[config.mk]
export PLATFORM = sky130hd
export DESIGN_NAME = rsp_supervisor
export DESIGN_NICKNAME = d
export VERILOG_FILES = /design/src/rtl/rsp_pkg.sv /design/src/rtl/rsp_sync2.sv /design/src/rtl/rsp_supervisor.sv
export VERILOG_INCLUDE_DIRS = /design/src /design/src/rtl
export SDC_FILE = /design/constraint.sdc
export NUM_CORES = 1
export LEC_CHECK = 0
export ABC_AREA = 1
export ABC_CLOCK_PERIOD_IN_PS = 2700
export BUFFER_PORTS_ARGS = -buffer_cell sky130_fd_sc_hd__buf_4
export CAP_MARGIN = 20
export CORE_MARGIN = 4
export CORE_UTILIZATION = 55
export DETAILED_ROUTE_END_ITERATION = 16
export PLACE_DENSITY_LB_ADDON = 0.3
export SKIP_LAST_GASP = 1
export SLEW_MARGIN = 15
export SYNTH_ARGS = -nofsm -noshare
export SYNTH_HDL_FRONTEND = slang
export SYNTH_SLANG_ARGS = --single-unit
[constraint.sdc]
create_clock -name i_clk -period 2.7 [get_ports i_clk]
set_input_delay 0.27 -clock i_clk [delete_from_list [all_inputs] [get_ports i_clk]]
set_output_delay 0.27 -clock i_clk [all_outputs]
set_load 0.005 [all_outputs]
[src/rtl/rsp_consts.svh]
`ifndef RSP_CONSTS_SVH
`define RSP_CONSTS_SVH

`define RSP_CLK_MHZ        200
`define RSP_RST_HOLD_MS    200
`define RSP_PB_MIN_NS      1000
`define RSP_CE_HOLD_US     100
`define RSP_RST_HOLD_CYC   (`RSP_RST_HOLD_MS * 1000 * `RSP_CLK_MHZ)
`define RSP_PB_MIN_CYC     ((`RSP_PB_MIN_NS * `RSP_CLK_MHZ + 999) / 1000 + 1)
`define RSP_CE_HOLD_CYC    (`RSP_CE_HOLD_US * `RSP_CLK_MHZ)
`define RSP_CNT_W          26
`define RSP_SMALL_W        16
`define RSP_DATA_W         8

`endif

[src/rtl/rsp_pkg.sv]
package rsp_pkg;
  typedef enum logic [1:0] {
    RSP_ST_RUN  = 2'b00,
    RSP_ST_FAIL = 2'b01,
    RSP_ST_HOLD = 2'b10
  } rsp_rst_state_t;

  typedef struct packed {
    logic       pwr_fail;
    logic       periodic;
    logic       alarm;
  } rsp_events_t;
endpackage

[src/rtl/rsp_sync2.sv]
module rsp_sync2 (
  // Clock and reset
  input  wire logic i_clk,
  input  wire logic i_sys_rst,
  // Asynchronous level and its synchronised copy
  input  wire logic i_async,
  input  wire logic i_rst_val,
  output logic      o_sync
);
  logic meta_q;

  // Two-stage synchroniser, first stage read only by second
  always_ff @(posedge i_clk) begin
    if (i_sys_rst) begin
      meta_q <= i_rst_val;
      o_sync <= i_rst_val;
    end else begin
      meta_q <= i_async;
      o_sync <= meta_q;
    end
  end
endmodule

[src/rtl/rsp_supervisor.sv]
`include "rsp_consts.svh"

module rsp_supervisor #(
  parameter int unsigned RST_HOLD_CYC = `RSP_RST_HOLD_CYC,
  parameter int unsigned CE_HOLD_CYC  = `RSP_CE_HOLD_CYC
) (
  // Clock and reset
  input  wire logic                       i_clk,
  input  wire logic                       i_sys_rst,
  // Supply monitor and interrupt sources
  input  wire logic                       i_pwr_fail,
  input  wire rsp_pkg::rsp_events_t       i_events,
  // Interrupt pin, open drain
  output logic                            o_int_n_o,
  output logic                            o_int_n_oe_n,
  // Processor reset pin, open drain with push-button sense
  input  wire logic                       i_rst_n_i,
  output logic                            o_rst_n_o,
  output logic                            o_rst_n_oe_n,
  // Host bus
  input  wire logic                       i_cs_n,
  input  wire logic                       i_oe_n,
  input  wire logic [`RSP_DATA_W-1:0]     i_rd_data,
  input  wire logic [`RSP_DATA_W-1:0]     i_data_lines_i,
  output logic      [`RSP_DATA_W-1:0]     o_data_lines_o,
  output logic      [`RSP_DATA_W-1:0]     o_data_lines_oe_n,
  output logic      [`RSP_DATA_W-1:0]     o_wr_data,
  // Chip-enable gate
  input  wire logic                       i_enable_gate_in_n,
  output logic                            o_enable_gate_out_n
);
  // Sequencer state and counters
  rsp_pkg::rsp_rst_state_t  state_q;
  logic [`RSP_CNT_W-1:0]    hold_cnt_q;
  logic [`RSP_SMALL_W-1:0]  pb_cnt_q;
  logic [`RSP_SMALL_W-1:0]  ce_cnt_q;
  logic                     pb_long_q;
  logic                     ce_gate_q;

  // Synchronised pin levels
  logic                     pf_s;
  logic                     pin_s;
  logic                     cs_s;
  logic                     oe_s;
  logic                     enable_gate_in_n_s;
  logic [4:0]               sync_in;
  logic [4:0]               sync_out;

  // Decoded conditions
  logic                     in_run;
  logic                     hold_done;
  logic                     pb_min_hit;
  logic                     ce_expired;
  logic                     int_req;
  logic                     rd_active;
  logic                     pb_release;

  ////////////////////////////////////////////////////////////////////////
  // Input synchronisers, one each for i_pwr_fail, i_rst_n_i, i_cs_n, i_oe_n and i_enable_gate_in_n
  assign sync_in = {i_pwr_fail, i_rst_n_i, i_cs_n, i_oe_n, i_enable_gate_in_n};

  genvar g;
  generate
    for (g = 0; g < 5; g++) begin : g_sync
      rsp_sync2 u_sync (
        .i_clk     (i_clk),
        .i_sys_rst (i_sys_rst),
        .i_async   (sync_in[g]),
        .i_rst_val (1'b1),
        .o_sync    (sync_out[g])
      );
    end
  endgenerate

  assign pf_s   = sync_out[4];
  assign pin_s  = sync_out[3];
  assign cs_s   = sync_out[2];
  assign oe_s   = sync_out[1];
  assign enable_gate_in_n_s = sync_out[0];

  ////////////////////////////////////////////////////////////////////////
  // Push-button: measure external low time while we release the pin
  assign in_run     = (state_q == rsp_pkg::RSP_ST_RUN);
  assign pb_min_hit = (pb_cnt_q >= `RSP_SMALL_W'(`RSP_PB_MIN_CYC));

  // Low-time counter, saturates so a long press cannot wrap
  always_ff @(posedge i_clk) begin
    if (i_sys_rst) begin
      pb_cnt_q <= '0;
    end else if (in_run && !pin_s && !pb_min_hit) begin
      pb_cnt_q <= pb_cnt_q + 1'b1;
    end else if (!(in_run && !pin_s)) begin
      pb_cnt_q <= '0;
    end
  end

  // Long-press flag, dropped once the pin is high or we pull it
  always_ff @(posedge i_clk) begin
    if (i_sys_rst) begin
      pb_long_q <= 1'b0;
    end else if (in_run && !pin_s) begin
      if (pb_min_hit) begin
        pb_long_q <= 1'b1;
      end
    end else begin
      pb_long_q <= 1'b0;
    end
  end

  assign pb_release = in_run && pin_s && pb_long_q;

  ////////////////////////////////////////////////////////////////////////
  // Reset sequencer
  assign hold_done = (hold_cnt_q >= `RSP_CNT_W'(RST_HOLD_CYC - 1));

  // State: supply loss beats everything, push-button only from run
  always_ff @(posedge i_clk) begin
    if (i_sys_rst) begin
      state_q <= rsp_pkg::RSP_ST_FAIL;
    end else if (pf_s) begin
      state_q <= rsp_pkg::RSP_ST_FAIL;
    end else begin
      case (state_q)
        rsp_pkg::RSP_ST_RUN: begin
          if (pb_release) begin
            state_q <= rsp_pkg::RSP_ST_HOLD;
          end
        end
        rsp_pkg::RSP_ST_FAIL: begin
          state_q <= rsp_pkg::RSP_ST_HOLD;
        end
        rsp_pkg::RSP_ST_HOLD: begin
          if (hold_done) begin
            state_q <= rsp_pkg::RSP_ST_RUN;
          end
        end
        default: begin
          state_q <= rsp_pkg::RSP_ST_FAIL;
        end
      endcase
    end
  end

  // Hold timer counts only in hold, restarts from zero on every entry
  always_ff @(posedge i_clk) begin
    if (i_sys_rst) begin
      hold_cnt_q <= '0;
    end else if (pf_s || state_q != rsp_pkg::RSP_ST_HOLD) begin
      hold_cnt_q <= '0;
    end else if (!hold_done) begin
      hold_cnt_q <= hold_cnt_q + 1'b1;
    end
  end

  // Reset pin pulled low outside run state or while pf_s is high, released otherwise
  always_ff @(posedge i_clk) begin
    if (i_sys_rst) begin
      o_rst_n_oe_n <= 1'b0;
    end else begin
      o_rst_n_oe_n <= (state_q == rsp_pkg::RSP_ST_RUN) && !pf_s;
    end
  end
  assign o_rst_n_o = 1'b0;

  ////////////////////////////////////////////////////////////////////////
  // Interrupt: open drain, pull low on any event
  assign int_req = pf_s || i_events.pwr_fail || i_events.periodic
                   || i_events.alarm;

  // Registered pin enable, low while any source is pending
  always_ff @(posedge i_clk) begin
    if (i_sys_rst) begin
      o_int_n_oe_n <= 1'b1;
    end else begin
      o_int_n_oe_n <= !int_req;
    end
  end

  // Pin only ever pulled low, the pull-up gives the high level
  assign o_int_n_o = 1'b0;

  ////////////////////////////////////////////////////////////////////////
  // Host read data path
  assign rd_active = !cs_s && !oe_s;

  // Bus enables one cycle behind the synchronised strobes, data registered every cycle
  always_ff @(posedge i_clk) begin
    if (i_sys_rst) begin
      o_data_lines_o    <= '0;
      o_data_lines_oe_n <= '1;
      o_wr_data         <= '0;
    end else begin
      o_data_lines_o    <= i_rd_data;
      o_data_lines_oe_n <= {`RSP_DATA_W{!rd_active}};
      o_wr_data         <= i_data_lines_i;
    end
  end

  ////////////////////////////////////////////////////////////////////////
  // Chip-enable gate with bounded hold on power fail
  assign ce_expired = (ce_cnt_q >= `RSP_SMALL_W'(CE_HOLD_CYC - 1));

  // Gate flop: input high clears, good supply sets, a fail is timed
  always_ff @(posedge i_clk) begin
    if (i_sys_rst) begin
      ce_gate_q <= 1'b0;
      ce_cnt_q  <= '0;
    end else if (enable_gate_in_n_s) begin
      ce_gate_q <= 1'b0;
      ce_cnt_q  <= '0;
    end else if (!pf_s) begin
      ce_gate_q <= 1'b1;
      ce_cnt_q  <= '0;
    end else if (ce_gate_q) begin
      if (ce_expired) begin
        ce_gate_q <= 1'b0;
      end else begin
        ce_cnt_q <= ce_cnt_q + 1'b1;
      end
    end
  end
  assign o_enable_gate_out_n = !ce_gate_q;
endmodule

==> results.md, run 1 <==
- Outcome: finished, final reports clean
- Clock Tree Buf Depth: 2
- VDD IR max: 317 uV
- Switching Share: 23.6%
- Vias in the first global route: 3930
- Synthesized flop and latch total: 91
- Netlist cell types: 31
- Mean post-synth cell area: around 6.7 sq um
- Post-synth top area share: about 41%
- DRT antenna net count: 0
- Clk root buf: clkbuf_8
- MaxCap Viol Count: 0
- PwrDens: 455 nW/um^2
- Gr ovfl total: 0
- Max Slew Vio Count: 0
- Starting DRT DRC Count: 287
- Reg power frac: between 50% and 60%
- Routed Wire Length: 10000 microns
- DP Cell Count: 807
- Routed via count: ~4300
- Post-synthesis mux area share: 0%
- Synth Warn #: 0
- CTS tree: built
- Placed cell area: ~4900 sq um
- DR WL/cell: roughly 12 microns
- Sequential area share after synthesis: 40.6%
- Slew headroom: 46.5%
- Worst Setup Start Kind: flip-flop
- Final setup fails: 0
- Core region area: a little under 8000 sq um
- Static leakage: 1.96 nW
- GRT met2 Usage: 34.8%
- H-tree depth: 3
- Comb power frac: 3.6%
- TritonCTS Buffers: 9
- Die X: 98.3 microns
- Post-Route Skew: 0.0165 ns
- Final Non-Filler Cells: 823
- Min cycle time layout: 2.29 ns
- Complex-gate fraction of the synthesized area: 7.37%
- Setup Fix Bufs, Post-CTS: 0
- Port Buffer Count: 52
- Synth Cell Area: 4480 sq um
- FMAX: 436 MHz
- Ant diodes: 0
- Worst EP arrival: 2.58 ns
- Cell area after layout: between 5000 and 6000 sq um
- Final period utilization: 84.9%
- Residual DRC: 0
- Synth area leader: dfxtp_1
- GRT Util Overall: between 20% and 30%
- Gate count after technology mapping: a little under 700
- Simple-gate portion of the synthesized area: 37.4%
- Synth-to-Final Area Change: 12.8%
- Hold crit path type: in -> reg
- Vias/cell: 5.21
- Placer Congestion: 0.872
- Setup TNS: 0 ns
- Most Crowded Layer GR: met2
- Pre-antenna DRT Iters: 5
- Multi-input gate area: 2220 sq um
- CP Max Fanout: 25
- Hold Buf Count CTS: 0
- Xor/xnor share of the synthesized area: 3.13%
- HPWL Detailed: 7330 microns
- Final Hold Fails: 0
- CP Class: reg -> reg
- RSZ-0062 raised after global routing: no
- Worst-Margin Slew: around 0.80 ns
- R2R setup slack: a little over 0.4 ns
- DIE AREA: 9660 sq um
- Internal power: 1.76 mW
- Design Power: 2.30 mW
- Row Count: 32
- Endpoint type of the worst setup path: flip-flop
- Largest net degree at the start of global routing: 34
- Clock transition at the registers of the reported paths: 0.09 ns
- Register Area: about 1800 sq um
- CTS resizes: 0
- Area share of fa/ha/maj cells after synthesis: 1.40%
- Worst-skew pair later-pin latency: 0.37 ns
- Total I/O pin count: 55
- Nets: 747
- Initial Util: 57.4%
- First-pass GRT wire length: 17100 microns
- Antenna violations before repair: 0
- CTS sink cnt: between 90 and 100
- Met3 Use GR: 4.79%
- Switching Power: 542 uW
- Die span in y: 98.3 microns
- Required time of the critical path: 2.99 ns
- Fillcell total: between 700 and 800
- Met1 Usage GRT: 26.9%
- Largest family of logic cells by synthesized area: simple AND/OR/NAND/NOR gates
- Layout cells sized above 1: 12.2%
- Clock share of power: 36.8%
- Synth area leaders: dfxtp_1 (41%), nand2_1 (17%), nor2_1 (8.0%)
## worst paths after layout
check                                                   startpoint                            endpoint  cells after the start
worst min register to register  g_sync[1].u_sync.meta_q$_SDFF_PP1_  g_sync[1].u_sync.o_sync$_SDFF_PP1_                      1
worst min-delay path                            i_enable_gate_in_n  g_sync[0].u_sync.meta_q$_SDFF_PP1_                      2
worst max register to register          hold_cnt_q[0]$_SDFFE_PP0N_         hold_cnt_q[15]$_SDFFE_PP0N_                      9
worst max-delay path                    hold_cnt_q[0]$_SDFFE_PP0N_         hold_cnt_q[15]$_SDFFE_PP0N_                      9
## cell usage in the layout (no fill, tap or decap), types with 12 or more instances in the layout
master and instances:
nand3_1 46, o21ai_0 12, nand4_1 16, inv_1 79
a21oi_1 46, xor2_1 14, buf_4 55, dfxtp_1 91
nand2_1 202, nor2_1 95
## per-layer routing
| layer | part of all wire (%) | routed length, microns |
|---|---|---|
| met1 | 44 | 4380 |
| met2 | 48 | 4770 |
| met3 | 7.3 | 733 |
| met4 | 1.4 | 139 |
| met5 | 0 | 0 |
## registers in the layout, indices dropped and copies added (netlist names)
| signal | flops |
|---|---|
| ce_gate_q | 1 |
| g_sync.u_sync.meta_q | 5 |
| o_data_lines_oe_n | 1 |
| pb_cnt_q | 16 |
| o_rst_n_oe_n | 1 |
| o_data_lines_o | 8 |
| ce_cnt_q | 16 |
| o_wr_data | 8 |
| hold_cnt_q | 26 |
| state_q | 2 |
| pb_long_q | 1 |
| g_sync.u_sync.o_sync | 5 |
| o_int_n_oe_n | 1 |
## synth_stat cells
cell type	number
nand3_1	46
nor2_4	1
xnor2_1	2
a21oi_1	46
a21oi_2	1
ha_1	5
o21bai_1	1
and2b_1	1
o21ai_0	12
conb_1	1
nand4_1	16
xor2_1	14
inv_2	1
dfxtp_1	91
nand2_2	2
buf_2	5
or2_2	10
nor2_1	95
nand2_1	202
inv_1	79
nor2_2	1
nand2_4	1
nand3b_1	7
buf_6	2
nor3_1	10
clkbuf_1	7
nand3_4	1
o41ai_1	1
buf_4	10
a21boi_1	1
a21o_1	1
## area by class of cell
cell class	count	share of cell area, %
clock buffer	10	2.52
clock inverter	6	0.965
inverter	80	5.94
multi-input combinational	479	43.9
sequential	91	36.0
tap	102	2.52
timing repair buffer	55	8.17
## cell families after synthesis
family / count (synthesis)
other: 1
adders and majority gates: 5
DFF: 91
buffers and inverters: 104
AOI/OAI and AO/OA: 63
xor gates and xnor gates: 16
and+or+nand+nor: 393
## worst max-delay path, stage by stage, from the launching register on
cell	delay [ns]
dfxtp_1	0.45
ha_1	0.40
nand2_2	0.12
nor2_4	0.22
nand2_1	0.12
nand2_2	0.11
nand3_4	0.21
nand2_4	0.33
nand2_1	0.10
a21oi_1	0.15
## stage by stage
stage                     utilization (%)  hold WS (ns)  worst slack [ns]
after floorplan                         -         0.359              1.02
after global placement               62.5         0.391             0.580
after detailed placement             62.5         0.392             0.502
after CTS                            64.8        0.0807             0.458
after global routing                 64.8        0.0770             0.219
final                                64.8        0.0857             0.408
## power groups by stage
| stage | clock [mW] | sequential [mW] | combinational (mW) |
|---|---|---|---|
| 6_report | 0.846 | 1.37 | 0.0820 |
| 2_1_floorplan | 0 | 1.40 | 0.0289 |
| 4_1_cts | 0.859 | 1.37 | 0.0832 |
| 3_5_place_dp | 0 | 1.40 | 0.0831 |
| 3_3_place_gp | 0 | 1.40 | 0.0813 |
| 5_1_grt | 0.923 | 1.37 | 0.0917 |
No activity file was read; power rests on OpenSTA's default activity.
==> run 2, diff against run 1 <==
--- a/config.mk
+++ b/config.mk
@@ -7,11 +7,11 @@
 export NUM_CORES = 1
 export LEC_CHECK = 0
 export ABC_AREA = 1
-export ABC_CLOCK_PERIOD_IN_PS = 2700
+export ABC_CLOCK_PERIOD_IN_PS = 2100
 export BUFFER_PORTS_ARGS = -buffer_cell sky130_fd_sc_hd__buf_4
 export CAP_MARGIN = 20
 export CORE_MARGIN = 4
-export CORE_UTILIZATION = 55
+export CORE_UTILIZATION = 52
 export DETAILED_ROUTE_END_ITERATION = 16
 export PLACE_DENSITY_LB_ADDON = 0.3
 export SKIP_LAST_GASP = 1
==> constraint.sdc (replaced) <==
create_clock -name i_clk -period 2.1 [get_ports i_clk]
set_input_delay 0.21 -clock i_clk [delete_from_list [all_inputs] [get_ports i_clk]]
set_output_delay 0.21 -clock i_clk [all_outputs]
set_load 0.005 [all_outputs]
==> results.md, run 2 (synthesized netlist as in run 1, its figures left out) <==
- HPWL Detailed: around 7400 microns
- VDD IR max: 384 uV
- CP Max Fanout: 25
- Critical R2R Capture: hold_cnt_q[10]$_SDFFE_PP0N_
- First-pass GRT wire length: 17100 microns
- Worst-Margin Slew: ~0.62 ns
- Setup TNS: 0 ns
- Critical Path Sink: hold_cnt_q[10]$_SDFFE_PP0N_
- Most common cell after layout, fill and taps aside: nand2_1
- H-tree depth: 3
- Nets: 753
- Final setup fails: 0
- MaxCap Viol Count: 0
- Reg power frac: 55.8%
- RSZ-0062 raised after global routing: no
- Antenna violations before repair: 0
- Port Buffer Count: 52
- Clock transition at the registers of the reported paths: 0.10 ns
- Die X: around 100 microns
- Switching Power: 732 uW
- Synth-to-Final Area Change: 14.9%
- Internal power: around 2.4 mW
- Worst-skew pair later-pin latency: about 0.37 ns
- Total I/O pin count: 55
- CTS sink cnt: 91
- FF-to-FF path depth: 9
- Required time of the critical path: around 2.4 ns
- Hold Path Stages: 2
- Cell area after layout: 5150 sq um
- Final Hold Fails: 0
- Routed via count: 4276
- DRT antenna net count: 0
- CTS tree: built
- Max FFs per register: 26
- CP Class: reg -> reg
- Switching Share: between 20% and 30%
- PwrDens: 613 nW/um^2
- FF-to-FF Start: hold_cnt_q[0]$_SDFFE_PP0N_
- Setup Fix Bufs, Post-CTS: 0
- Core region area: 8300 sq um
- Worst Setup Start Kind: flip-flop
- Min cycle time layout: ~1.8 ns
- Slew headroom: 58.2%
- Endpoint type of the worst setup path: flip-flop
- Hold crit path type: in -> reg
- Comb power frac: 3.4%
- Most flops, register: hold_cnt_q
- Routed Wire Length: 10100 microns
- Initial Util: 54.0%
- Die span in y: 101 microns
- Starting DRT DRC Count: around 230
- Outcome: finished, final reports clean
- Row Count: 33
- Static leakage: about 2 nW
- TritonCTS Buffers: 9
- Layout cells sized above 1: 12.9%
- FMAX: 553 MHz
- Vias/cell: 5.14
- Ant diodes: 0
- DIE AREA: 10200 sq um
- R2R setup slack: 0.29 ns
- Beginning of the critical path: hold_cnt_q[0]$_SDFFE_PP0N_
- Worst EP arrival: 2.10 ns
- Top flop regs: hold_cnt_q x26, ce_cnt_q x16, pb_cnt_q x16
- Clk root buf: clkbuf_8
- Placer Congestion: ~0.93
- Placed cell area: 4910 sq um
- Clock Tree Buf Depth: 2
- Largest net degree at the start of global routing: 34
- DP Cell Count: 814
- Max Slew Vio Count: 0
- Residual DRC: 0
- Final Non-Filler Cells: approximately 830
- DR WL/cell: 12.2 microns
- Clock share of power: 40.8%
- Vias in the first global route: 3946
- Post-Route Skew: 0.0113 ns
- Pre-antenna DRT Iters: 6
- GRT Util Overall: 20.8%
- Final period utilization: 86.1%
- Gr ovfl total: 0
- Most frequent cells in the layout: nand2_1 (202), nor2_1 (94), dfxtp_1 (91)
-- run 2: worst min path at each step --
stage / endpoint / startpoint / slack [ns]
global route: g_sync[2].u_sync.meta_q$_SDFF_PP1_ / i_cs_n / 0.01
floorplan: o_int_n_oe_n$_SDFF_PP1_ / i_events[0] / 0.30
finish: g_sync[2].u_sync.meta_q$_SDFF_PP1_ / i_cs_n / 0.02
detailed placement: o_int_n_oe_n$_SDFF_PP1_ / i_events[0] / 0.39
CTS: g_sync[2].u_sync.meta_q$_SDFF_PP1_ / i_cs_n / 0.01
global placement: o_int_n_oe_n$_SDFF_PP1_ / i_events[0] / 0.39
-- run 2: final cells by class --
| cell class | count | area (sq um) |
|---|---|---|
| flip-flops and latches | 91 | 1820 |
| inverters | 80 | 300 |
| well taps | 105 | 131 |
| repair buffers | 61 | 463 |
| fillers | 758 | 3150 |
| clock buffers | 10 | 138 |
| clock inverters | 6 | 77.6 |
| multi-input cells | 479 | 2220 |
-- run 2: metal layers --
layer | track usage, % | share of wire, % | vias to the layer above
met1 | 25.7 | 43 | 1930
met2 | 35.1 | 48 | 134
met4 | 7.98 | 1.8 | 0
met5 | 0 | 0 | -
met3 | 4.64 | 6.5 | 17
li1 | - | - | 2195
-- run 2: repair_timing --
action                                  CTS  global route
hold buffers                              2             0
endpoints found under the hold margin     1             0
endpoints found under the setup margin    0             7
gates resized for setup                   0             1
-- run 2: power by group through the flow --
stage	Sequential, mW	Clock, mW	Combinational, mW
floorplan	1.80	0	0.0371
global placement	1.80	0	0.104
detailed placement	1.80	0	0.106
CTS	1.76	1.31	0.109
global route	1.77	1.39	0.122
finish	1.76	1.29	0.108
-- run 2: per-stage QoR --
step           util, %  power (mW)  setup slack [ns]  hold slack, ns
2_1_floorplan        -        1.84             0.416           0.299
3_3_place_gp      59.2        1.90             0.167           0.389
3_5_place_dp      59.2        1.91             0.141           0.392
4_1_cts           62.0        3.18             0.120         0.00975
5_1_grt           62.1        3.27            0.0848          0.0139
6_report          62.1        3.16             0.291          0.0170
-- run 2: critical path: stages, from the launching register on --
cell     delay, ns
dfxtp_1       0.44
ha_1          0.22
nand2_2       0.08
nor2_4        0.18
nand2_1       0.08
nand2_2       0.10
nand3_4       0.09
nand2_4       0.27
nand2_1       0.12
a21oi_1       0.15
==> run 3, diff against run 2 <==
--- a/config.mk
+++ b/config.mk
@@ -6,12 +6,11 @@
 export SDC_FILE = /design/constraint.sdc
 export NUM_CORES = 1
 export LEC_CHECK = 0
-export ABC_AREA = 1
 export ABC_CLOCK_PERIOD_IN_PS = 2100
 export BUFFER_PORTS_ARGS = -buffer_cell sky130_fd_sc_hd__buf_4
 export CAP_MARGIN = 20
 export CORE_MARGIN = 4
-export CORE_UTILIZATION = 52
+export CORE_UTILIZATION = 45
 export DETAILED_ROUTE_END_ITERATION = 16
 export PLACE_DENSITY_LB_ADDON = 0.3
 export SKIP_LAST_GASP = 1
==> results.md, run 3 <==
- CP delay by family, top: compound AO/OA/AOI/OAI gates
- Final Non-Filler Cells: 543
- Synth Cell Area: 3670 sq um
- PwrDens: between 600 and 700 nW/um^2
- DRT antenna net count: 0
- Top-count cell post-synth: dfxtp_1
- Clock transition at the registers of the reported paths: 0.09 ns
- Final hold slack: 0.0282 ns
- Required time of the critical path: 2.35 ns
- FMAX: 507 MHz
- DP Cell Count: 527
- Most frequent cells in the layout: dfxtp_1 (90), buf_4 (64), nor2_1 (55)
- Final Hold Fails: 0
- Most common cell after layout, fill and taps aside: dfxtp_1
- Hold Buf Count CTS: 0
- GRT Util Overall: around 14%
- Port Buffer Count: 52
- Ys flop type: dfxtp_1
- CTS sink cnt: 91
- Synth area leaders: dfxtp_1 (50%), xor2_1 (7.2%), nor2_1 (5.6%)
- Final setup margin: 0.128 ns
- Nets: 467
- Endpoint type of the worst setup path: flip-flop
- Placed cell area: 4150 sq um
- Top flop regs: hold_cnt_q x26, ce_cnt_q x16, pb_cnt_q x16
- Worst-skew pair later-pin latency: roughly 0.35 ns
- Post-synth top area share: 49.6%
- CP Max Fanout: 5
- Gate count after technology mapping: 383
- Routed Wire Length: ~6500 microns
- Starting DRT DRC Count: 107
- Worst Setup Start Kind: flip-flop
- Sequential area share after synthesis: roughly 50%
- Die X: 98.3 microns
- Final setup fails: 0
- Worst slack, placed: 0.0871 ns
- Residual DRC: 0
- Hold crit path type: in -> reg
- Total I/O pin count: 55
- Synth Warn #: 0
- First-pass GRT wire length: ~12000 microns
- MaxCap Viol Count: 0
- Min cycle time layout: 1.97 ns
- Worst-Margin Slew: 0.515 ns
- VDD IR max: 437 uV
- Synth-to-Final Area Change: 17.9%
- Core region area: ~7800 sq um
- Vias/cell: 4.96
- Slowest CP cell: or3_1
- Placer Congestion: 0.811
- Vias in the first global route: approximately 2600
- Post-Route Skew: 0.00755 ns
- Crit path buffers/inverters: 0
- CP Class: reg -> reg
- Synth area leader: dfxtp_1
- Most flops, register: hold_cnt_q
- Largest net degree at the start of global routing: 33
- Initial Util: 46.8%
- RSZ-0062 raised after global routing: no
- DR WL/cell: 12.0 microns
- Design Power: 2.92 mW
- H-tree depth: 3
- Layout cells sized above 1: 22.2%
- Mean post-synth cell area: 9.59 sq um
- Worst EP arrival: 2.22 ns
- HPWL Detailed: roughly 4600 microns
- Static leakage: 1.66 nW
- Max FFs per register: 26
- Gr ovfl total: 0
- Final period utilization: 93.9%
- CP max stage delay: 0.45 ns
- Row Count: 32
- Max Slew Vio Count: 0
- DIE AREA: slightly below 10000 sq um
- Slew headroom: 65.6%
- Synthesized flop and latch total: 91
- Cell area after layout: ~4300 sq um
- Routed via count: between 2000 and 3000
- Antenna violations before repair: 0
- Clk root buf: clkbuf_8
- TritonCTS Buffers: 9
- Clock Tree Buf Depth: 2
- Die span in y: 98.3 microns
- Ant diodes: 0
- Pre-antenna DRT Iters: 4
- Outcome: finished, final reports clean
- CTS tree: built
- Async set-reset flop share out of synthesis: 0%
- Final Util: 55.1%
- Top post-synthesis cells by count: dfxtp_1 (91), nor2_1 (55), xor2_1 (30)
- Setup TNS: 0 ns
- Critical-path cell list: or3_1 -> a31oi_4 -> o21a_4 -> and2_1 -> a41oi_1 -> a211oi_1
- Netlist cell types: 47
- Post-synth EDFFs: 0
[run 3: metal layers]
layer | share of wire, % | global-route usage [%]
met1 | 47 | 17.0
met2 | 46 | 23.6
met3 | 5.2 | 5.36
met4 | 1.2 | 4.20
met5 | 0 | 0
[run 3: area by class of cell]
| cell class | instances | area [sq um] |
|---|---|---|
| tap | 102 | 128 |
| timing repair buffer | 64 | 480 |
| clock inverter | 6 | 47.5 |
| inverter | 9 | 33.8 |
| multi-input combinational | 261 | 1690 |
| clock buffer | 10 | 128 |
| fill | 722 | 3520 |
| sequential | 91 | 1820 |
[run 3: worst reg2reg max path, stage by stage, from the launching register on]
cell and delay (ns):
dfxtp_1 0.36, or3_1 0.46, a31oi_4 0.24, o21a_4 0.17, and2_1 0.24, a41oi_1 0.14
a211oi_1 0.27
[run 3: kinds of logic (layout without fill, tap and decap cells)]
logic type	Yosys count	in the layout	share of synthesized area (%)
adder cells (fa/ha/maj)	5	5	1.70
buffers and inverters	32	89	4.53
flip-flops	91	91	49.6
AO/OA/AOI/OAI	24	24	5.89
other	1	2	0.102
multiplexers	2	2	0.545
XOR/XNOR	41	41	9.78
AND/OR/NAND/NOR	187	187	27.8
[run 3: worst paths after layout]
path	from	to	slack, ns	cells after the start
setup reg to reg	hold_cnt_q[18]$_SDFFE_PP0N_	hold_cnt_q[8]$_SDFFE_PP0N_	0.13	6
hold reg to reg	g_sync[3].u_sync.meta_q$_SDFF_PP1_	g_sync[3].u_sync.o_sync$_SDFF_PP1_	0.41	1
hold / removal	i_events[0]	o_int_n_oe_n$_SDFF_PP1_	0.03	2
setup / recovery	hold_cnt_q[18]$_SDFFE_PP0N_	hold_cnt_q[8]$_SDFFE_PP0N_	0.13	6
[run 3: report_power, final]
group	total, mW	switching (mW)	internal (mW)
Sequential	1.76	0.00945	1.75
Clock	1.06	0.620	0.440
Combinational	0.0992	0.0335	0.0658
[run 3: timing repair]
item	4_1_cts	5_1_grt
gates resized for setup	0	1
endpoints found under the setup margin	0	2
setup buffers	0	0
